File: src/rtl/bpm_pkg.sv
// Constants, state encodings and signal bundles of the battery pack mode and charge controller.
package bpm_pkg;

  // Clock and timer base: one tick enable per millisecond.
  localparam int unsigned SYS_CLK_HZ     = 10_000_000;
  localparam int unsigned TICK_US        = 1000;
  localparam int unsigned TICK_CYC       = SYS_CLK_HZ / 1_000_000 * TICK_US;

  // Intervals in milliseconds, counted in ticks.
  localparam int unsigned HICCUP_MS      = 2000;
  localparam int unsigned TRAN_MS        = 2000;
  localparam int unsigned PB_BOOST_MS    = 100;
  localparam int unsigned PB_BOOST_FL_MS = 30;
  localparam int unsigned PB_FLASH_MS    = 3000;
  localparam int unsigned LED_SHOW_MS    = 5000;
  localparam int unsigned LED_BLINK_MS   = 1000;
  localparam int unsigned TMR_W          = 16;
  localparam int unsigned TICK_W         = 16;

  // Register map, byte addresses within the slave window.
  localparam int unsigned ADDR_W         = 8;
  localparam logic [7:0]  REG_CTRL       = 8'h00;
  localparam logic [7:0]  REG_STATUS     = 8'h04;
  localparam logic [31:0] CTRL_RESET     = 32'h0000_0000;

  // Control register fields.
  localparam int unsigned CTRL_FLASH_VARIANT = 0;

  // Status register field positions.
  localparam int unsigned ST_MODE_LSB    = 0;
  localparam int unsigned ST_CHG_LSB     = 4;
  localparam int unsigned ST_LED_LSB     = 8;
  localparam int unsigned ST_FLASHLIGHT  = 12;
  localparam int unsigned ST_HICCUP      = 13;
  localparam int unsigned ST_GAP         = 14;

  // Threshold shift selection driven to the level comparators.
  localparam logic [1:0]  SHIFT_NONE     = 2'h0;
  localparam logic [1:0]  SHIFT_CHARGE   = 2'h1;
  localparam logic [1:0]  SHIFT_DISCHG   = 2'h2;

  typedef enum logic [1:0] {
    BPM_MODE_HZ,
    BPM_MODE_CHARGE,
    BPM_MODE_BOOST
  } bpm_mode_t;

  typedef enum logic [2:0] {
    BPM_CHG_IDLE,
    BPM_CHG_PRE,
    BPM_CHG_FAST,
    BPM_CHG_TOPOFF,
    BPM_CHG_EOC
  } bpm_chg_t;

  // Charge current reference: off, 10 percent, full constant current, constant voltage.
  typedef enum logic [1:0] {
    BPM_CUR_OFF,
    BPM_CUR_PRE,
    BPM_CUR_FULL,
    BPM_CUR_CV
  } bpm_cur_t;

  // Comparator and pin levels from the analog front end.
  typedef struct packed {
    logic       input_supply_valid;
    logic       storage_select;
    logic       push_button_input_n;
    logic       out_below_uvp;
    logic       input_path_limiting;
    logic       bat_above_precond;
    logic       bat_at_term;
    logic       chg_below_eoc;
    logic       bat_below_recharge;
    logic [3:0] bat_above_level;
  } bpm_sense_t;

  typedef struct packed {
    logic input_path_switch;
    logic converter_high_switch;
    logic converter_low_switch;
    logic input_reverse_block;
  } bpm_switch_t;

endpackage : bpm_pkg

File: src/rtl/bpm_ctrl.sv
// Mode, charger, button and level indicator controller with an AHB-Lite register slave.
// What this block does
// - Output undervoltage while limiting: hiccup input switch 2s.
// - Charge mode: input switch on, buck converter.
// - Boost mode: step-up, input off, reverse blocked.
// - High-impedance mode: all four switches off.
// - Charge/boost changes pass 2s all-off gap.
// - Valid input supply always selects charge mode.
// - No supply: select 0 boost, 1 HZ.
// - Button held past 100ms (30ms) enables boost.
// - Flashlight variant: 3s hold toggles flashlight.
// - Each charge cycle starts in precondition state.
// - Precondition uses 10 percent current reference.
// - Fast charge full current until termination voltage.
// - Top-off constant voltage until current below 13%.
// - End of charge stops charging, keeps monitoring.
// - Recharge when battery drops 200mV below EOC.
// - LED states follow battery level and mode.
// - Low battery flashes first LED; full: all on.
// - Four ordered level thresholds compared against battery.
// - Thresholds shift while charging or discharging.
// - Charge: passed first to third levels on, next flashes.
// - Flashing is 1s on, 1s off.
// - After button release show levels about 5s.
//
// The register offsets and the AHB-Lite interface to the registers are this design's own decisions.
`timescale 1ns/10ps
module bpm_ctrl
  import bpm_pkg::*;
#(
  parameter int unsigned TICK_CYCLES   = TICK_CYC,
  parameter int unsigned HICCUP_TICKS  = HICCUP_MS,
  parameter int unsigned TRAN_TICKS    = TRAN_MS,
  parameter int unsigned PB_BOOST_TK   = PB_BOOST_MS,
  parameter int unsigned PB_BOOST_FL_TK = PB_BOOST_FL_MS,
  parameter int unsigned PB_FLASH_TK   = PB_FLASH_MS,
  parameter int unsigned LED_SHOW_TK   = LED_SHOW_MS,
  parameter int unsigned LED_BLINK_TK  = LED_BLINK_MS
) (
  // Clock and reset
  input  wire logic                sys_clk,
  input  wire logic                rst,
  // AHB-Lite slave
  input  wire logic                hsel,
  input  wire logic [31:0]         haddr,
  input  wire logic [1:0]          htrans,
  input  wire logic                hwrite,
  input  wire logic [2:0]          hsize,
  input  wire logic [31:0]         hwdata,
  input  wire logic                hready,
  output logic                     hreadyout,
  output logic                     hresp,
  output logic      [31:0]         hrdata,
  // Analog front end
  input  wire bpm_sense_t          sense,
  output bpm_switch_t              switches,
  output bpm_cur_t                 charge_current_set,
  output logic      [1:0]          level_threshold_shift,
  // Indicators
  output logic                     level_indicator_first,
  output logic                     level_indicator_second,
  output logic                     level_indicator_third,
  output logic                     level_indicator_fourth,
  output logic                     flashlight_on
);

  bpm_sense_t        sense_s;
  bpm_mode_t         mode;
  bpm_chg_t          chg;
  logic [TICK_W-1:0] tick_cnt;
  logic [TMR_W-1:0]  gap_cnt, hic_cnt, pb_cnt, show_cnt, blink_cnt, boost_thr;
  logic              tick, blink, wr_pend, variant, pressed, boost_hold;
  logic [31:0]       ctrl, status;
  logic [ADDR_W-1:0] wr_addr;
  logic [3:0]        lvl, leds, next_leds;
  bpm_switch_t       next_switches;
  bpm_cur_t          next_cur;

  bpm_sync #(.WIDTH($bits(bpm_sense_t))) u_sync (
    .sys_clk (sys_clk), .rst (rst), .din (sense), .dout (sense_s)
  );
  // One millisecond enable from the system clock.
  always_ff @(posedge sys_clk or posedge rst) begin
    if (rst) begin
      tick_cnt <= '0;
      tick     <= 1'b0;
    end else if (tick_cnt == TICK_W'(TICK_CYCLES - 1)) begin
      tick_cnt <= '0;
      tick     <= 1'b1;
    end else begin
      tick_cnt <= tick_cnt + 1'b1;
      tick     <= 1'b0;
    end
  end

  assign variant    = ctrl[CTRL_FLASH_VARIANT];
  assign pressed    = ~sense_s.push_button_input_n;
  assign boost_thr  = variant ? TMR_W'(PB_BOOST_FL_TK) : TMR_W'(PB_BOOST_TK);
  assign boost_hold = pressed && (pb_cnt > boost_thr);

  // Button hold timer, saturating at the flashlight hold time.
  always_ff @(posedge sys_clk or posedge rst) begin
    if (rst) begin
      pb_cnt <= '0;
    end else if (!pressed) begin
      pb_cnt <= '0;
    end else if (tick && pb_cnt != TMR_W'(PB_FLASH_TK)) begin
      pb_cnt <= pb_cnt + 1'b1;
    end
  end

  // The toggle fires once per hold, when the counter reaches the hold time.
  always_ff @(posedge sys_clk or posedge rst) begin
    if (rst) begin
      flashlight_on <= 1'b0;
    end else if (!variant) begin
      flashlight_on <= 1'b0;
    end else if (pressed && tick && pb_cnt == TMR_W'(PB_FLASH_TK - 1)) begin
      flashlight_on <= ~flashlight_on;
    end
  end

  // Operating mode selection with the all-off gap between active modes.
  always_ff @(posedge sys_clk or posedge rst) begin
    if (rst) begin
      mode    <= BPM_MODE_HZ;
      gap_cnt <= '0;
    end else begin
      case (mode)
        BPM_MODE_HZ: begin
          if (gap_cnt != '0) begin
            if (tick) begin
              gap_cnt <= gap_cnt - 1'b1;
            end
          end else if (sense_s.input_supply_valid) begin
            mode <= BPM_MODE_CHARGE;
          end else if (!sense_s.storage_select && boost_hold) begin
            mode <= BPM_MODE_BOOST;
          end
        end
        BPM_MODE_CHARGE: begin
          if (!sense_s.input_supply_valid) begin
            mode    <= BPM_MODE_HZ;
            gap_cnt <= TMR_W'(TRAN_TICKS);
          end
        end
        BPM_MODE_BOOST: begin
          if (sense_s.input_supply_valid || sense_s.storage_select) begin
            mode    <= BPM_MODE_HZ;
            gap_cnt <= TMR_W'(TRAN_TICKS);
          end
        end
        default: begin
          mode    <= BPM_MODE_HZ;
          gap_cnt <= '0;
        end
      endcase
    end
  end

  // Hiccup restart of the input path after an output undervoltage.
  always_ff @(posedge sys_clk or posedge rst) begin
    if (rst) begin
      hic_cnt <= '0;
    end else if (mode != BPM_MODE_CHARGE) begin
      hic_cnt <= '0;
    end else if (hic_cnt != '0) begin
      if (tick) begin
        hic_cnt <= hic_cnt - 1'b1;
      end
    end else if (switches.input_path_switch && sense_s.out_below_uvp &&
                 sense_s.input_path_limiting) begin
      hic_cnt <= TMR_W'(HICCUP_TICKS);
    end
  end

  // Charger state sequence; it falls back to idle whenever charge mode ends.
  always_ff @(posedge sys_clk or posedge rst) begin
    if (rst) begin
      chg <= BPM_CHG_IDLE;
    end else if (mode != BPM_MODE_CHARGE) begin
      chg <= BPM_CHG_IDLE;
    end else begin
      case (chg)
        BPM_CHG_IDLE: chg <= BPM_CHG_PRE;
        BPM_CHG_PRE:    if (sense_s.bat_above_precond) chg <= BPM_CHG_FAST;
        BPM_CHG_FAST:   if (sense_s.bat_at_term) chg <= BPM_CHG_TOPOFF;
        BPM_CHG_TOPOFF: if (sense_s.chg_below_eoc) chg <= BPM_CHG_EOC;
        BPM_CHG_EOC:    if (sense_s.bat_below_recharge) chg <= BPM_CHG_FAST;
        default: chg <= BPM_CHG_IDLE;
      endcase
    end
  end

  // Switch and current reference decode; the converter idles in end of charge.
  always_comb begin
    next_switches = '0;
    next_cur      = BPM_CUR_OFF;
    case (mode)
      BPM_MODE_CHARGE: begin
        next_switches.input_path_switch = (hic_cnt == '0);
        if (chg != BPM_CHG_IDLE && chg != BPM_CHG_EOC) begin
          next_switches.converter_high_switch = 1'b1;
          next_switches.converter_low_switch  = 1'b1;
        end
        case (chg)
          BPM_CHG_PRE:    next_cur = BPM_CUR_PRE;
          BPM_CHG_FAST:   next_cur = BPM_CUR_FULL;
          BPM_CHG_TOPOFF: next_cur = BPM_CUR_CV;
          default:        next_cur = BPM_CUR_OFF;
        endcase
      end
      BPM_MODE_BOOST: begin
        next_switches.converter_high_switch = 1'b1;
        next_switches.converter_low_switch  = 1'b1;
        next_switches.input_reverse_block   = 1'b1;
      end
      default: next_switches = '0;
    endcase
  end

  always_ff @(posedge sys_clk or posedge rst) begin
    if (rst) begin
      switches              <= '0;
      charge_current_set    <= BPM_CUR_OFF;
      level_threshold_shift <= SHIFT_NONE;
    end else begin
      switches              <= next_switches;
      charge_current_set    <= next_cur;
      level_threshold_shift <= (mode == BPM_MODE_CHARGE) ? SHIFT_CHARGE :
                               (mode == BPM_MODE_BOOST)  ? SHIFT_DISCHG : SHIFT_NONE;
    end
  end

  // Flash phase and level display window.
  always_ff @(posedge sys_clk or posedge rst) begin
    if (rst) begin
      blink_cnt <= '0;
      blink     <= 1'b0;
    end else if (tick) begin
      if (blink_cnt == TMR_W'(LED_BLINK_TK - 1)) begin
        blink_cnt <= '0;
        blink     <= ~blink;
      end else begin
        blink_cnt <= blink_cnt + 1'b1;
      end
    end
  end

  always_ff @(posedge sys_clk or posedge rst) begin
    if (rst) begin
      show_cnt <= '0;
    end else if (boost_hold) begin
      show_cnt <= TMR_W'(LED_SHOW_TK);
    end else if (tick && !pressed && show_cnt != '0) begin
      show_cnt <= show_cnt - 1'b1;
    end
  end

  // A comparator set out of order is cleaned to a thermometer code.
  assign lvl = {&sense_s.bat_above_level[3:0], &sense_s.bat_above_level[2:0],
                &sense_s.bat_above_level[1:0], sense_s.bat_above_level[0]};

  genvar gi;
  generate
    for (gi = 0; gi < 4; gi++) begin : g_led
      logic below_ok;
      logic passed;
      assign below_ok = (gi == 0) ? 1'b1 : lvl[(gi == 0) ? 0 : gi - 1];
      assign passed   = (gi == 3) ? 1'b0 : lvl[gi];
      always_comb begin
        if (mode == BPM_MODE_CHARGE) begin
          next_leds[gi] = (chg == BPM_CHG_EOC) || (below_ok && (passed || blink));
        end else if (show_cnt != '0) begin
          next_leds[gi] = lvl[gi] || (gi == 0 && blink);
        end else begin
          next_leds[gi] = 1'b0;
        end
      end
    end
  endgenerate

  always_ff @(posedge sys_clk or posedge rst) begin
    if (rst) begin
      leds <= '0;
    end else begin
      leds <= next_leds;
    end
  end

  assign {level_indicator_fourth, level_indicator_third,
          level_indicator_second, level_indicator_first} = leds;
  // AHB-Lite slave: zero wait states, always OKAY, read data captured in the address phase.
  assign hreadyout = 1'b1;
  assign hresp     = 1'b0;

  always_comb begin
    status = '0;
    status[ST_MODE_LSB +: 2] = mode;
    status[ST_CHG_LSB +: 3]  = chg;
    status[ST_LED_LSB +: 4]  = leds;
    status[ST_FLASHLIGHT]    = flashlight_on;
    status[ST_HICCUP]        = (hic_cnt != '0);
    status[ST_GAP]           = (gap_cnt != '0);
  end

  always_ff @(posedge sys_clk or posedge rst) begin
    if (rst) begin
      wr_pend <= 1'b0;
      wr_addr <= '0;
      hrdata  <= '0;
    end else begin
      wr_pend <= hsel && htrans[1] && hready && hwrite;
      wr_addr <= haddr[ADDR_W-1:0];
      if (hsel && htrans[1] && hready && !hwrite) begin
        case (haddr[ADDR_W-1:0])
          REG_CTRL:   hrdata <= ctrl;
          REG_STATUS: hrdata <= status;
          default:    hrdata <= '0;
        endcase
      end
    end
  end

  always_ff @(posedge sys_clk or posedge rst) begin
    if (rst) begin
      ctrl <= CTRL_RESET;
    end else if (wr_pend && wr_addr == REG_CTRL) begin
      ctrl <= {31'h0000_0000, hwdata[CTRL_FLASH_VARIANT]};
    end
  end
endmodule : bpm_ctrl

File: src/rtl/bpm_sync.sv
// Two-flop synchroniser for a bundle of asynchronous levels.
`timescale 1ns/10ps
module bpm_sync #(
  parameter int unsigned WIDTH = 1
) (
  // Clock and reset
  input  wire logic             sys_clk,
  input  wire logic             rst,
  // Levels
  input  wire logic [WIDTH-1:0] din,
  output logic      [WIDTH-1:0] dout
);

  logic [WIDTH-1:0] stage1;

  // The first stage feeds only the second one, to keep metastability contained.
  always_ff @(posedge sys_clk or posedge rst) begin
    if (rst) begin
      stage1 <= '0;
      dout   <= '0;
    end else begin
      stage1 <= din;
      dout   <= stage1;
    end
  end

endmodule : bpm_sync

File: config.mk
export PLATFORM = sky130hd
export DESIGN_NAME = bpm_ctrl
export DESIGN_NICKNAME = d
export VERILOG_FILES = /design/src/rtl/bpm_pkg.sv /design/src/rtl/bpm_ctrl.sv /design/src/rtl/bpm_sync.sv
export SDC_FILE = /design/constraint.sdc
export NUM_CORES = 1
export LEC_CHECK = 0
export ABC_AREA = 1
export BUFFER_PORTS_ARGS = -buffer_cell sky130_fd_sc_hd__buf_4
export CAP_MARGIN = 20
export CORE_AREA = 5 5 128 130
export CTS_CLUSTER_SIZE = 25
export DETAILED_ROUTE_END_ITERATION = 16
export DIE_AREA = 0 0 133 135
export PLACE_DENSITY_LB_ADDON = 0.15
export SYNTH_ARGS = -nofsm -noshare
export SYNTH_HDL_FRONTEND = slang
export SYNTH_HIERARCHICAL = 1
export SYNTH_SLANG_ARGS = --single-unit
File: constraint.sdc
create_clock -name sys_clk -period 4.2 [get_ports sys_clk]
set_input_delay 0.21 -clock sys_clk [delete_from_list [all_inputs] [get_ports sys_clk]]
set_output_delay 0.21 -clock sys_clk [all_outputs]
set_load 0.02 [all_outputs]
==> summary.md <==
| Metric | Value |
|---|---|
| Clock share of power | 0.329 |
| Critical Path RT | roughly 4.5 ns |
| CP Capture Type | flip-flop |
| Residual DRC | 0 |
| Worst rel slew slack | 0.389 |
| Global route overflow | 0 |
| Rows | 45 |
| R2r worst-path depth | 9 |
| Largest net degree at the start of global routing | between 100 and 150 |
| Reg2reg start | mode[1] |
| CP Data Arrival Time | around 3 ns |
| Hold_sp | hwdata[0] |
| Reg2Reg Capture Point | gap_cnt[3] |
| RSZ-0062 raised after global routing | false |
| Worst Tran Pin Value | 0.916 ns |
| Number of synthesized register bits | approximately 160 |
| Final core utilization | 0.647 |
| Maximum clock insertion buffer count | 2 |
| DIE WIDTH | between 100 and 150 um |
| R2r setup slk | around 1.5 ns |
| Root Buffer | clkbuf_16 |
| Initial antenna violation count | 0 |
| Logic gate share of total power | 0.287 |
| Count of input and output buffers | 52 |
| Initial Utilization | 0.561 |
| Maxcap violations | 0 |
| Worst skew pair latency | 0.43 ns |
| Post-layout min period | ~2.7 ns |
| Antenna diodes | 0 |
| Final net count | around 1.2k |
| CP startpoint kind | flip-flop |
| Syn_area_per_cell | between 7 and 8 um^2 |
| Iter 0 DRT Violations | about 530 |
| Post-synth cell types | 40 |
| Ys async rst share | 1.00 |
| Fin Setup TNS | 0 ns |
| Mapped Area | about 8400 um^2 |
| Fin. Hold Viols | 0 |
| Met1 Resource Use GR | 0.282 |
| IO Pins | about 130 |
| Final period utilization | 0.646 |
| Die Ht | approximately 140 um |
| Register share of total power | 0.384 |
| Hold endpoint | ctrl[0] |
| HPWL after DPL | between 10000 and 15000 um |
| Depth of the CTS H-tree | 4 |
| First-pass GRT wire length | 31100 um |
| Sw frac | 0.364 |
| Global Route met2 Usage | 0.353 |
| Synth area leader | dfrtp_1 |
| Worst hold margin | roughly 0.048 ns |
| Number of synthesized flops with an enable pin | 0 |
| Vias | 7022 |
| Clock sink total | ~160 |
| Clock Skews | between 0.007 and 0.008 ns |
| Post-synth top area share | 0.481 |
| Vias in the first global route | between 6k and 7k |
| Switching power | around 0.0018 W |
| Met3 Usage GRT | 0.0425 |
| Crit path kind | reg2reg |
| Final setup viols | 0 |
| VDD IR max | 0.323 mV |
| TritonCTS clock tree | yes |
| Total global-route track usage | 0.210 |
| Core Area | about 15000 um^2 |
| Busiest grt layer | met2 |
| Cell Pwr Density | between 500 and 600 nW/um^2 |
| Crit path max fanout | 28 |
| Vias per Instance | between 5 and 6 |
| Setup WS pre-CTS | ~1.5 ns |
| RePlAce Congestion | ~0.86 |
| Gate Count Post-Synth | roughly 1.1k |
| Synth warn | 6 |
| Cell Int Power | around 0.0031 W |
| Cts bufs inserted | 17 |
| Clock-pin transition on the worst setup and hold timing paths | roughly 0.06 ns |
| Avg WL per Cell | about 14 um |
| Share of post-route cells with drive strength above 1 | 0.0999 |
| Worst hold path cell count | 3 |
| # fillers | ~1.3k |
| Final antenna-violating net count | 0 |
| Run status | finished, final reports clean |
| Register area share after synthesis | 0.481 |
| Min-Delay Path Class | in2reg |
| Synth-to-layout area growth | 15.4% |
| Router iterations before antenna repair | 5 |
| Final WS setup | approximately 1.5 ns |
| P_leak | between 4 and 5 nW |
| Predominant post-synthesis flop cell | dfrtp_1 |
| Final Max Tran Viols | 0 |
| DIE AREA | roughly 18000 um^2 |
| Fmax | between 0.3 and 0.4 GHz |
| Ranking of synthesized cells by area | dfrtp_1, nand2_1, nor2_1 |
| Final WL | between 15000 and 20000 um |
## state kept, by name (all words and copies together), names as in the netlist, 2 cells and up
name                   count
gap_cnt                   16
mode                       2
blink_cnt                 16
leds                       4
hrdata                    12
switches                   2
wr_addr                    8
pb_cnt                    16
level_threshold_shift      2
tick_cnt                  16
show_cnt                  16
hic_cnt                   16
u_sync/dout               13
chg                        3
u_sync/stage1             13
charge_current_set         2
## worst max path at each step
stage	cells after the start	start	end	slack, ns
after floorplan	1	rst	blink	0.35
after global placement	9	mode[1]	gap_cnt[3]	1.57
after detailed placement	9	mode[1]	gap_cnt[3]	1.50
after CTS	9	mode[1]	gap_cnt[3]	1.48
after global routing	9	mode[1]	gap_cnt[3]	1.14
final	9	mode[1]	gap_cnt[3]	1.49
## layer usage
layer  vias up  share of wire
met4         0          0.012
met5         -              0
met3        24          0.040
met1      3351           0.46
li1       3518              -
met2       129           0.49
## worst max-delay path, cell delays in order (launching register included)
cell,delay (ns)
dfrtp_1,0.39
inv_1,0.09
ha_1,0.18
buf_4,0.24
a21oi_1,0.33
nand3_1,0.59
inv_1,0.45
nand2_1,0.16
nand2_1,0.10
nor2_1,0.05
## cell usage after synthesis, types with 7 or more instances
cell,count
nand2_1,234
dfrtp_1,162
nor2_1,140
inv_1,116
nand3_1,79
o21ai_0,51
nand4_1,35
xor2_1,29
nor3_1,28
buf_4,27
o21ai_1,27
a21oi_1,19
ha_1,17
nand3b_1,11
clkbuf_1,10
xnor2_1,9
buf_2,7
nor4_1,7
## metrics by stage
stage	power, W	instances	cell area (um^2)
after floorplan	0.00300	1077	8510
after global placement	0.00327	1274	8860
after detailed placement	0.00330	1274	8860
after CTS	0.00496	1327	9690
after global routing	0.00527	1329	9730
final	0.00494	1329	9730
## repair_timing
action | CTS | global route
hold buffers | 21 | 1
buffers inserted | 0 | 0
endpoints found under the hold margin | 21 | 5
gates resized for setup | 0 | 0
## final cells by class
| type | count | area (um^2) | share of cell area |
|---|---|---|---|
| repair buffers | 77 | 653 | 0.0671 |
| flip-flops and latches | 162 | 4050 | 0.417 |
| well taps | 188 | 235 | 0.0242 |
| clock inverters | 15 | 195 | 0.0201 |
| inverters | 122 | 463 | 0.0476 |
| multi-input cells | 748 | 3700 | 0.381 |
| clock buffers | 17 | 425 | 0.0437 |
## cells in the final DEF, fill, tap and decap left out, drive strengths merged
master,instances
dfrtp,162
a31oi,2
nand2b,1
dlygate4sd3,22
buf,55
o211ai,3
xnor2,9
o21ai,78
xor2,29
bufinv,3
inv,128
o21bai,1
nor3,34
and3,1
clkinv,5
conb,22
a21oi,19
nand3b,11
clkbuf,17
nor4,7
o211a,1
nand2,236
o22ai,2
nand4,35
nor3b,4
clkinvlp,1
nand3,79
or3,1
or2,8
nor2,147
ha,17
o31ai,1
## logic make-up (layout without fill, tap and decap cells)
logic type / count (synthesis) / after routing / share of synthesized area
AND/OR/NAND/NOR: 564 / 564 / 0.299
buffers and inverters: 167 / 231 / 0.0887
flip-flops: 162 / 162 / 0.481
AO/OA/AOI/OAI: 107 / 107 / 0.0662
XOR/XNOR: 38 / 38 / 0.0395
adder cells (fa/ha/maj): 17 / 17 / 0.0252
other: 2 / 22 / 0.000891
## power by group through the flow
stage                     clock (W)  sequential (W)  combinational [W]
after floorplan                   0         0.00190            0.00109
after global placement            0         0.00191            0.00135
after detailed placement          0         0.00192            0.00138
after CTS                   0.00166         0.00189            0.00141
after global routing        0.00174         0.00192            0.00162
final                       0.00163         0.00190            0.00142
Power figures use the tool's default switching activity.
